<file path="src/warf_map.svh">
`ifndef WARF_MAP_SVH
`define WARF_MAP_SVH

// ********************************************************************
// Register offsets.
// ********************************************************************
`define WARF_OFF_CAUSE     8'h00
`define WARF_OFF_CTRL      8'h04
`define WARF_OFF_COUNT     8'h08

// ********************************************************************
// Reset-cause status field positions.
// ********************************************************************
`define WARF_BIT_POWERON   0
`define WARF_BIT_EXTPIN    1
`define WARF_BIT_BROWNOUT  2
`define WARF_BIT_WATCHDOG  3
`define WARF_BIT_TESTPORT  4
`define WARF_BIT_USBCORE   5
`define WARF_CAUSE_W       6
`define WARF_CAUSE_RST     6'h01

// ********************************************************************
// Watchdog control field positions.
// ********************************************************************
`define WARF_BIT_IFLAG     7
`define WARF_BIT_IEN       6
`define WARF_BIT_PSC3      5
`define WARF_BIT_CHG       4
`define WARF_BIT_REN       3
`define WARF_PSC_LO_HI     2

// ********************************************************************
// Timing.
// ********************************************************************
`define WARF_CHG_WINDOW    3'h4
`define WARF_BASE_CYCLES   2048
`define WARF_PSC_MAX       4'h9
`define WARF_TMO_MIN_MS    16
`define WARF_TMO_MAX_MS    8000
`define WARF_BROWNOUT_OFF  3'h7

`endif

</file>
<file path="src/warf_pkg.sv">
package warf_pkg;

	typedef enum logic [1:0] {
		WARF_STOPPED,
		WARF_IRQ_MODE,
		WARF_RESET_MODE,
		WARF_BOTH_MODE
	} warf_mode_t;

endpackage

</file>
<file path="src/warf_top.sv">
`timescale 1ns/1ps
`include "warf_map.svh"

// How it works
// - Watchdog expiry in reset mode gives a one-cycle reset; delay starts at its end.
// - USB bus reset with core-reset option resets the core, USB stays attached.
// - Cause register bits 7..6 read zero; software must not write ones there.
// - Bit 5 flags a USB-caused core reset; power-on or written zero clears it.
// - Bit 4 flags a test-port reset; power-on or written zero clears it.
// - Bit 3 flags a watchdog reset; power-on or written zero clears it.
// - Bit 2 flags a brown-out reset; power-on or written zero clears it.
// - Bit 1 flags an external pin reset; power-on or written zero clears it.
// - Bit 0 is set by power-on and cleared only by a written zero.
// - Bandgap is on only for brown-out fuse, comparator select or ADC enable.
// - Counter advances on separate oscillator ticks and acts at the time-out value.
// - Restart command zeroes the counter; software must restart before time-out.
// - Interrupt mode expiry raises an interrupt request that can also wake.
// - Reset mode expiry resets the device.
// - Combined mode: first expiry interrupts, then a later expiry resets.
// - Always-on fuse forces reset mode: reset enable one, interrupt enable zero.
// - A change opens by writing change enable and reset enable both one.
// - Within four cycles one write with change enable clear sets the guarded fields.
// - Prescaler codes give periods from 16 ms to 8 s.
// - The watchdog stays enabled after a watchdog reset.
// - While the watchdog flag is set, reset enable reads and stays one.
// - Change enable clears itself four cycles after being written one.
// - Interrupt flag sets on time-out in interrupt or combined mode; vector or written one clears it.
module warf_top #(
	parameter int unsigned P_BASE_CYCLES = `WARF_BASE_CYCLES,
	parameter int unsigned P_CNT_W       = 21
) (
	input  wire logic        I_REF_CLK,
	input  wire logic        I_SRST,
	input  wire logic        PSEL,
	input  wire logic        PENABLE,
	input  wire logic        PWRITE,
	input  wire logic [7:0]  PADDR,
	input  wire logic [31:0] PWDATA,
	output logic             PREADY,
	output logic             PSLVERR,
	output logic      [31:0] PRDATA,
	input  wire logic        I_OSC_TICK,
	input  wire logic        I_WDOG_RESTART,
	input  wire logic        I_VECTOR_ACK,
	input  wire logic        I_ALWAYS_ON_FUSE,
	input  wire logic [2:0]  I_BROWNOUT_LEVEL_FUSE,
	input  wire logic        I_COMPARATOR_BANDGAP_SELECT,
	input  wire logic        I_ADC_EN,
	input  wire logic        I_EXT_PIN_RST,
	input  wire logic        I_BROWNOUT_RST,
	input  wire logic        I_TEST_PORT_RST,
	input  wire logic        I_USB_EN,
	input  wire logic        I_USB_CORE_RST_EN,
	input  wire logic        I_USB_BUS_RST,
	output logic             O_WDOG_RST,
	output logic             O_DELAY_START,
	output logic             O_USB_CORE_RST,
	output logic             O_USB_KEEP_ATTACHED,
	output logic             O_IRQ,
	output logic             O_BANDGAP_EN
);

	// ****************************************************************
	// Register bus decode.
	// ****************************************************************
	function automatic logic addr_hit(input logic [7:0] a, input logic [7:0] off);
		addr_hit = (a == off);
	endfunction

	logic                   setup_ph;
	logic                   wr_acc;
	logic                   wr_cause;
	logic                   wr_ctrl;
	logic                   mapped;
	logic [31:0]            rd_word;
	logic [31:0]            prdata_r;
	logic                   pslverr_r;

	assign setup_ph = PSEL & ~PENABLE;
	assign wr_acc   = PSEL & PENABLE & PWRITE;
	assign mapped   = addr_hit(PADDR, `WARF_OFF_CAUSE) | addr_hit(PADDR, `WARF_OFF_CTRL) |
	                  addr_hit(PADDR, `WARF_OFF_COUNT);
	assign wr_cause = wr_acc & addr_hit(PADDR, `WARF_OFF_CAUSE);
	assign wr_ctrl  = wr_acc & addr_hit(PADDR, `WARF_OFF_CTRL);

	// ****************************************************************
	// Reset-cause flags.
	// ****************************************************************
	logic [`WARF_CAUSE_W-1:0] cause_r;
	logic [`WARF_CAUSE_W-1:0] cause_nxt;
	logic [`WARF_CAUSE_W-1:0] cause_ev;
	logic                     usb_rst;
	logic                     wdog_rst;

	assign usb_rst = I_USB_EN & I_USB_CORE_RST_EN & I_USB_BUS_RST;

	assign cause_ev[`WARF_BIT_POWERON]  = 1'b0;
	assign cause_ev[`WARF_BIT_EXTPIN]   = I_EXT_PIN_RST;
	assign cause_ev[`WARF_BIT_BROWNOUT] = I_BROWNOUT_RST;
	assign cause_ev[`WARF_BIT_WATCHDOG] = wdog_rst;
	assign cause_ev[`WARF_BIT_TESTPORT] = I_TEST_PORT_RST;
	assign cause_ev[`WARF_BIT_USBCORE]  = usb_rst;

	// A new reset cause beats a written zero in the same cycle, so no cause is lost.
	genvar gi;
	generate
		for (gi = 0; gi < `WARF_CAUSE_W; gi++) begin : g_cause
			assign cause_nxt[gi] = cause_ev[gi] | (cause_r[gi] & ~(wr_cause & ~PWDATA[gi]));
		end
	endgenerate

	// ****************************************************************
	// Watchdog control.
	// ****************************************************************
	logic                 ien_r;
	logic                 ien_nxt;
	logic                 ren_r;
	logic                 ren_nxt;
	logic                 iflag_r;
	logic                 iflag_nxt;
	logic [3:0]           psc_r;
	logic [3:0]           psc_nxt;
	logic [3:0]           psc_wr;
	logic [2:0]           chg_cnt_r;
	logic [2:0]           chg_cnt_nxt;
	logic                 in_win;
	logic                 open_seq;
	logic                 timed_wr;
	logic                 ren_eff;
	logic                 ien_eff;
	logic                 wdog_flag;
	warf_pkg::warf_mode_t mode;
	logic                 irq_set;

	assign wdog_flag = cause_r[`WARF_BIT_WATCHDOG];
	assign psc_wr   = {PWDATA[`WARF_BIT_PSC3], PWDATA[`WARF_PSC_LO_HI:0]};
	assign in_win   = (chg_cnt_r != 3'h0);
	assign open_seq = wr_ctrl & PWDATA[`WARF_BIT_CHG] & PWDATA[`WARF_BIT_REN];
	assign timed_wr = wr_ctrl & in_win & ~PWDATA[`WARF_BIT_CHG];

	assign chg_cnt_nxt = open_seq ? `WARF_CHG_WINDOW :
	                     in_win   ? chg_cnt_r - 3'h1 : 3'h0;

	assign psc_nxt = timed_wr ? psc_wr : psc_r;

	// Reset enable may always be raised; lowering it needs the open window.
	assign ren_nxt = (wdog_flag | I_ALWAYS_ON_FUSE) ? 1'b1 :
	                 timed_wr ? PWDATA[`WARF_BIT_REN] :
	                 (ren_r | (wr_ctrl & PWDATA[`WARF_BIT_REN]));

	assign ien_nxt = I_ALWAYS_ON_FUSE ? 1'b0 :
	                 wr_ctrl ? PWDATA[`WARF_BIT_IEN] :
	                 (I_VECTOR_ACK & (mode == warf_pkg::WARF_BOTH_MODE)) ? 1'b0 : ien_r;

	assign iflag_nxt = irq_set |
	                   (iflag_r & ~I_VECTOR_ACK & ~(wr_ctrl & PWDATA[`WARF_BIT_IFLAG]));

	assign ren_eff = ren_r | wdog_flag | I_ALWAYS_ON_FUSE;
	assign ien_eff = ien_r & ~I_ALWAYS_ON_FUSE;
	assign mode    = warf_pkg::warf_mode_t'({ren_eff, ien_eff});

	// ****************************************************************
	// Time-out counter.
	// ****************************************************************
	logic [P_CNT_W-1:0] cnt_r;
	logic [P_CNT_W-1:0] cnt_nxt;
	logic [P_CNT_W-1:0] limit_m1;
	logic [3:0]         psc_eff;
	logic               running;
	logic               expire;
	logic               rst_set;

	// Reserved codes fall back to the longest period rather than a surprise short one.
	assign psc_eff  = (psc_r > `WARF_PSC_MAX) ? `WARF_PSC_MAX : psc_r;
	assign limit_m1 = P_CNT_W'((P_BASE_CYCLES << psc_eff) - 1);
	assign running  = (mode != warf_pkg::WARF_STOPPED);
	assign expire   = running & I_OSC_TICK & (cnt_r >= limit_m1);

	assign cnt_nxt = (I_WDOG_RESTART | expire | ~running) ? '0 :
	                 I_OSC_TICK ? cnt_r + P_CNT_W'(1) : cnt_r;

	always_comb begin
		irq_set = 1'b0;
		rst_set = 1'b0;
		unique case (mode)
			warf_pkg::WARF_STOPPED: begin
			end
			warf_pkg::WARF_IRQ_MODE: begin
				irq_set = expire;
			end
			warf_pkg::WARF_RESET_MODE: begin
				rst_set = expire;
			end
			warf_pkg::WARF_BOTH_MODE: begin
				irq_set = expire & ~iflag_r;
				rst_set = expire & iflag_r;
			end
		endcase
	end

	assign wdog_rst = O_WDOG_RST;

	// ****************************************************************
	// Read data.
	// ****************************************************************
	logic [7:0] ctrl_rd;

	assign ctrl_rd = {iflag_r, ien_eff, psc_r[3], in_win, ren_eff, psc_r[2:0]};
	assign rd_word = addr_hit(PADDR, `WARF_OFF_CAUSE) ? {24'h0, 2'h0, cause_r} :
	                 addr_hit(PADDR, `WARF_OFF_CTRL)  ? {24'h0, ctrl_rd} :
	                 addr_hit(PADDR, `WARF_OFF_COUNT) ? 32'(cnt_r) : 32'h0;

	// ****************************************************************
	// Registers.
	// ****************************************************************
	always_ff @(posedge I_REF_CLK) begin
		if (I_SRST) begin
			cause_r   <= `WARF_CAUSE_RST;
			ien_r     <= 1'b0;
			ren_r     <= 1'b0;
			iflag_r   <= 1'b0;
			psc_r     <= 4'h0;
			chg_cnt_r <= 3'h0;
			cnt_r     <= '0;
		end else begin
			cause_r   <= cause_nxt;
			ien_r     <= ien_nxt;
			ren_r     <= ren_nxt;
			iflag_r   <= iflag_nxt;
			psc_r     <= psc_nxt;
			chg_cnt_r <= chg_cnt_nxt;
			cnt_r     <= cnt_nxt;
		end
	end

	always_ff @(posedge I_REF_CLK) begin
		if (I_SRST) begin
			O_WDOG_RST          <= 1'b0;
			O_DELAY_START       <= 1'b0;
			O_USB_CORE_RST      <= 1'b0;
			O_USB_KEEP_ATTACHED <= 1'b0;
			O_BANDGAP_EN        <= 1'b0;
			prdata_r            <= 32'h0;
			pslverr_r           <= 1'b0;
		end else begin
			O_WDOG_RST          <= rst_set;
			O_DELAY_START       <= O_WDOG_RST;
			O_USB_CORE_RST      <= usb_rst;
			O_USB_KEEP_ATTACHED <= I_USB_EN;
			O_BANDGAP_EN        <= (I_BROWNOUT_LEVEL_FUSE != `WARF_BROWNOUT_OFF) |
			                       I_COMPARATOR_BANDGAP_SELECT | I_ADC_EN;
			if (setup_ph) begin
				prdata_r  <= rd_word;
				pslverr_r <= ~mapped;
			end
		end
	end

	assign PREADY  = 1'b1;
	assign PSLVERR = pslverr_r & PSEL & PENABLE;
	assign PRDATA  = prdata_r;
	assign O_IRQ   = iflag_r & ien_eff;
endmodule

</file>
<file path="config.mk">
export PLATFORM = sky130hd
export DESIGN_NAME = warf_top
export DESIGN_NICKNAME = d
export VERILOG_FILES = /design/src/warf_pkg.sv /design/src/warf_top.sv
export VERILOG_INCLUDE_DIRS = /design/src /design/src/src
export SDC_FILE = /design/constraint.sdc
export NUM_CORES = 1
export LEC_CHECK = 0
export ABC_AREA = 0
export ABC_CLOCK_PERIOD_IN_PS = 3800
export BUFFER_PORTS_ARGS = -buffer_cell sky130_fd_sc_hd__buf_2
export CAP_MARGIN = 15
export CORE_ASPECT_RATIO = 0.5
export CORE_MARGIN = 2
export CORE_UTILIZATION = 40
export CTS_CLUSTER_SIZE = 16
export DETAILED_ROUTE_END_ITERATION = 12
export HOLD_SLACK_MARGIN = 0.12
export SLEW_MARGIN = 20
export SYNTH_ARGS = -nofsm -noshare
export SYNTH_HDL_FRONTEND = slang
export SYNTH_SLANG_ARGS = --single-unit
</file>
<file path="constraint.sdc">
create_clock -name I_REF_CLK -period 3.8 [get_ports I_REF_CLK]
set_input_delay 0.38 -clock I_REF_CLK [delete_from_list [all_inputs] [get_ports I_REF_CLK]]
set_output_delay 0.38 -clock I_REF_CLK [all_outputs]
set_load 0.02 [all_outputs]
</file>
Word level (Yosys, flattened, before mapping). Cells that the tools add are included.

Input bits: 60. Output and inout port bits: 40. Logic and storage cells: 118. Register bits after elaboration: 75.

Order comparisons: 2. Bitwise operators: 72. Equality and inequality tests: 6. Reductions and logical operators: 7. Muxes and demuxes: 12. Add/subtract/negate cells: 3. Shift operators: 1.

Operator list (count): $mux W21 (3); $and A1 B1 Y1 (36); $add A21 B1 Y21 const B (1); $ge A21 B21 Y1 (1); $shl A12 B4 Y21 const A (1); $sub A21 B1 Y21 const B (1); $not A1 Y1 (20); $or A1 B1 Y1 (16); $eq A8 B3 Y1 const B (1); $eq A8 B4 Y1 const B (1); $logic_not A8 Y1 (1); $mux W3 (2); $eq A2 B2 Y1 const B (2); $gt A4 B4 Y1 const B (1); $mux W1 (4); $mux W4 (1); $pmux W1 S2 (2); $reduce_bool A2 Y1 (2); $reduce_or A2 Y1 (2); $ne A3 B3 Y1 const B (1); $reduce_bool A3 Y1 (1); $reduce_or A3 Y1 (1); $sub A3 B1 Y3 const B (1); $eq A2 B1 Y1 const B (1).

Longest topological paths before layout.
Word-level depth: 9. Gate-level depth with buffers: 13. Gate-level depth less buffers: 12.

Worst setup path after synthesis. OpenSTA, ideal clock, no wires.

Kind: register -> register. Start point: register psc_r[0]. End point: register cnt_r[14]. Stages on the path, launching flop included: 14. Data required time: 3.685 ns. Clock period less this slack: 2.720 ns. Library setup time: 0.115 ns. Data arrival time: 2.605 ns. Path buffers: 1. Path slack: 1.080 ns. Cells stage by stage: dfxtp_1 -> or2_2 -> nand2b_1 -> ha_1 -> nor3_1 -> a21o_1 -> a32oi_1 -> ha_1 -> nand4_1 -> nor4_1 -> a32o_1 -> nand3b_4 -> buf_6 -> nor2_1.

Cells in the longest elaborated chain, start to end: 9.

Ends and longest elaborated chain: start: declaration (RTL line warf_top.sv:121) `logic [3:0] psc_r;`; start signal: assignment (RTL line warf_top.sv:230) `psc_r <= psc_nxt;`; $gt A4 B4 Y1 (no source line); $mux W4 (*) (RTL line warf_top.sv:174) `` assign psc_eff = (psc_r > `WARF_PSC_MAX) ? `WARF_PSC_MAX : psc_r; ``; $shl A12 B4 Y21 (*) (RTL line warf_top.sv:175) `assign limit_m1 = P_CNT_W'((P_BASE_CYCLES << psc_eff) - 1);`; $sub A21 B1 Y21 (*) (RTL line warf_top.sv:175); $ge A21 B21 Y1 (*) (RTL line warf_top.sv:177) `assign expire = running & I_OSC_TICK & (cnt_r >= limit_m1);`; $and A1 B1 Y1 (*) (RTL line warf_top.sv:177); $or A1 B1 Y1 (*) (2 in a row) (RTL line warf_top.sv:179) `assign cnt_nxt = (I_WDOG_RESTART | expire | ~running) ? '0 :`; $reduce_or A2 Y1 (no source line) (*); end signal: assignment (RTL line warf_top.sv:232) `cnt_r <= cnt_nxt;`; end: declaration (RTL line warf_top.sv:165) `logic [P_CNT_W-1:0] cnt_r;`.

Mark *: on every way between the ends. The rest lies on a longest branch, timed or not. A chain may end at the register's enable or synchronous reset.

Final worst setup path.
Start point: register psc_r[0]. End point: register cnt_r[19].

Same word-level chain as after synthesis.

==> flow_summary_export.csv <==
group,metric,value,unit
place,dpl-instance-area,3510,um2
power_and_ir_drop,power,1.66,mW
yosys,synthTopCellsByArea,"dfxtp_1 40%, nor2_1 7.0%, ha_1 5.5%",
sta,fmax,319,MHz
clock_tree,cts_hold_buf,0,
min_path,min_from,"I_BROWNOUT_LEVEL_FUSE[0]",
sta,fin_tns_setup,0,ps
yosys,ys_seq_area_share,40.0,%
die,start_util,42.5,%
detailed_routing,drc,0,
detailed_routing,antenna_left,0,
detailed_routing,firstDrtPassIters,4,
yosys,syn-cell-area,3200,um2
worst_setup_path,start_kind,"flip-flop",
clock_tree,cts_resized,0,
yosys,synth_enable_flop_cells,0,
yosys,avgSynthCellArea,8.78,um2
min_path,holdPathStages,2,
sta,worst_pin_slew,837,ps
worst_setup_path,cp.required,4010,ps
place,numPortBuffers,63,
clock_tree,cts_setup_buffers,0,
power_and_ir_drop,leakagePower,1.58,nW
sta,max_slew_margin,44.2,%
sta,setup_ws,664,ps
worst_setup_path,path_depth,12,
worst_setup_path,endpoint_kind,"flip-flop",
finish,drive_gt1_share,20.9,%
sta,worst_clock_skew,9.31,ps
global_routing,grt_pass1_vias,2507,
worst_setup_path,ff2ff_path_depth,12,
place,hpwl,5.67,mm
clock_tree,cts.sink_count,64,
finish,regArea,1280,um2
yosys,synth-main-ff-cell,"dfxtp_1",
worst_setup_path,crit_path_end,"cnt_r[19]$_SDFFE_PP0P_",
die,die_h,67.3,um
detailed_routing,drt_iter0_markers,143,
sta,period_share,82.5,%
die,io_pins,100,
detailed_routing,num_vias,2742,
yosys,synthArstFlopShare,0,%
global_routing,gr-total-overflow,0,
global_routing,grt_pass1_wl,12.4,mm
worst_setup_path,critPathBufInv,0,
yosys,synth_seq_cells,64,
finish,multi_input_area,1730,um2
yosys,yosysTopAreaCell,"dfxtp_1",
finish,stdcell_area,3800,um2
worst_setup_path,reg2reg_to,"cnt_r[19]$_SDFFE_PP0P_",
yosys,yosysUniqueCellTypes,46,
yosys,synth_top_area_share,40.0,%
place,place_congestion,0.826,
sta,slew_viol_final,0,
worst_setup_path,critPathMaxFanout,20,
worst_setup_path,crit_top_cell,"ha_1",
finish,n_antenna_cell,0,
finish,fin_cells,534,
sta,timing.final.crit_period,3140,ps
clock_tree,root_buffer,"clkbuf_16",
worst_setup_path,rrSetupSlack,660,ps
clock_tree,path_clk_slew,50,ps
worst_setup_path,worstSetupPathType,"flip-flop to flip-flop",
die,die_w,131,um
flow_run,drv_cap,0,
sta,setup_viol,0,
worst_setup_path,cp_cell_sequence,"or2_2, nand2b_1, ha_1, nor3_1, a21o_1, a32oi_1, ha_1, nand4_1, nor4_1, a32o_1, nand3b_4, nor2_1",
clock_tree,htree_levels,3,
finish,synthToLayoutAreaGrowth,18.6,%
sta,hold_violations,0,
die,coreArea,7540,um2
clock_tree,clock_latency,330,ps
place,place_inst,519,
min_path,min_path_type,"primary input to flip-flop",
global_routing,grt_max_degree,45,
worst_setup_path,startpoint,"psc_r[0]$_SDFFE_PP0P_",
clock_tree,cts_buffer_depth,2,
clock_tree,cts_tree,"done",
yosys,ys_warn_count,0,
detailed_routing,avgRoutedWirePerCell,14.4,um
detailed_routing,drt_wl_total,7.71,mm
clock_tree,cts_buffers,9,
yosys,netlist_instances,365,
detailed_routing,vias_per_cell,5.13,
die,dieArea,8780,um2
worst_setup_path,critPathArrivalTime,3340,ps
yosys,ys_top_cells_by_count,"64 x dfxtp_1, 60 x nor2_1, 21 x a22oi_1",
worst_setup_path,r2r_start,"psc_r[0]$_SDFFE_PP0P_",
finish,fill_cells,730,
sta,rsz0062_at_grt,"false",
yosys,synth_most_common_cell,"dfxtp_1",
worst_setup_path,critPathTopFamily,"simple AND/OR/NAND/NOR gates",
global_routing,grt_usage,18.8,%
global_routing,antenna_found_initial,0,
die,rows,22,
worst_setup_path,slowest_delay,430,ps
run_status,status,"complete, no violations",
place,dpl_worst_slack,723,ps
power_and_ir_drop,ir_worst_vdd,0.199,mV
power_and_ir_drop,powerDensity,436,nW/um2
finish,nNetsFinal,496,
worst_setup_path,cp_slowest_cell,"nor4_1",
kinds of logic (layout without fill, tap and decap cells):
kind of cell / Yosys count / after routing / share of synthesized area (%)
AOI/OAI and AO/OA: 67 / 67 / 13.5
other: 2 / 13 / 0.234
DFF: 64 / 64 / 40.0
and+or+nand+nor: 146 / 146 / 24.5
buffers and inverters: 41 / 91 / 7.38
adders and majority gates: 14 / 14 / 5.47
xor gates and xnor gates: 20 / 20 / 5.47
muxes: 11 / 11 / 3.44
worst register-to-register path: stages, from the launching register on:
cell and delay [ps]:
dfxtp_1 370, or2_2 340, nand2b_1 170, ha_1 250, nor3_1 150, a21o_1 100, a32oi_1 110, ha_1 300
nand4_1 170, nor4_1 430, a32o_1 250, nand3b_4 290, nor2_1 90
registers in the layout, indices dropped and copies added, names as in the netlist, 3 cells and up:
| name | flops |
|---|---|
| cnt_r | 21 |
| chg_cnt_r | 3 |
| psc_r | 4 |
| cause_r | 6 |
| PRDATA | 21 |
through the flow:
step | utilization, % | hold slack (ps)
finish | 50.4 | 277
global route | 50.4 | 289
CTS | 50.3 | 267
detailed placement | 46.5 | 414
global placement | 46.5 | 410
floorplan | - | 400
power breakdown:
part / internal (mW) / switching (mW) / total, mW / leakage, nW
clock: 0.520 / 0.279 / 0.799 / 0.139
combinational: 0.0590 / 0.0957 / 0.155 / 0.924
sequential: 0.693 / 0.0109 / 0.704 / 0.518
routing by layer:
| layer | GRT usage (%) | share of wire [%] | vias to the layer above |
|---|---|---|---|
| li1 | - | - | 1375 |
| met1 | 25.0 | 49 | 1284 |
| met2 | 29.0 | 44 | 77 |
| met3 | 5.15 | 6.2 | 6 |
| met4 | 7.98 | 0.97 | 0 |
| met5 | 0 | 0 | - |
how the worst min path moves through the flow:
stage	end	slack (ps)
2_1_floorplan	chg_cnt_r[0]$_SDFF_PP0_	400
3_3_place_gp	chg_cnt_r[0]$_SDFF_PP0_	410
3_5_place_dp	chg_cnt_r[0]$_SDFF_PP0_	410
4_1_cts	O_BANDGAP_EN$_SDFF_PP0_	270
5_1_grt	cause_r[4]$_SDFF_PP0_	290
6_report	O_BANDGAP_EN$_SDFF_PP0_	280
cell type report:
| cell class | count | share of cell area, % |
|---|---|---|
| Clock inverter | 3 | 1.12 |
| Inverter | 13 | 1.28 |
| Tap cell | 108 | 3.56 |
| Clock buffer | 12 | 6.49 |
| Timing Repair Buffer | 63 | 8.30 |
| Sequential cell | 64 | 33.7 |
| Multi-Input combinational cell | 271 | 45.5 |
placed cells by master, fill, tap and decap left out, types with 2 or more instances in the layout:
cell type | Yosys | routed
a211oi_1 | 3 | 3
a21oi_1 | 16 | 16
a22oi_1 | 21 | 21
and3_1 | 5 | 5
and4_1 | 3 | 3
and4_4 | 2 | 2
buf_2 | 3 | 63
clkbuf_1 | 8 | 2
clkbuf_16 | 0 | 9
conb_1 | 2 | 13
dfxtp_1 | 64 | 64
ha_1 | 14 | 14
inv_1 | 13 | 13
mux2i_1 | 11 | 11
nand2_1 | 15 | 15
nand2b_1 | 6 | 5
nand3_1 | 9 | 9
nand3b_1 | 3 | 3
nand4_1 | 8 | 8
nor2_1 | 60 | 60
nor2b_1 | 7 | 7
nor3_1 | 14 | 14
nor4_1 | 2 | 2
nor4_2 | 2 | 2
nor4b_1 | 2 | 2
o21ai_0 | 17 | 17
o22ai_1 | 2 | 2
xnor2_1 | 10 | 10
xor2_1 | 10 | 10
Note: power is estimated with default switching activity, not from simulation.
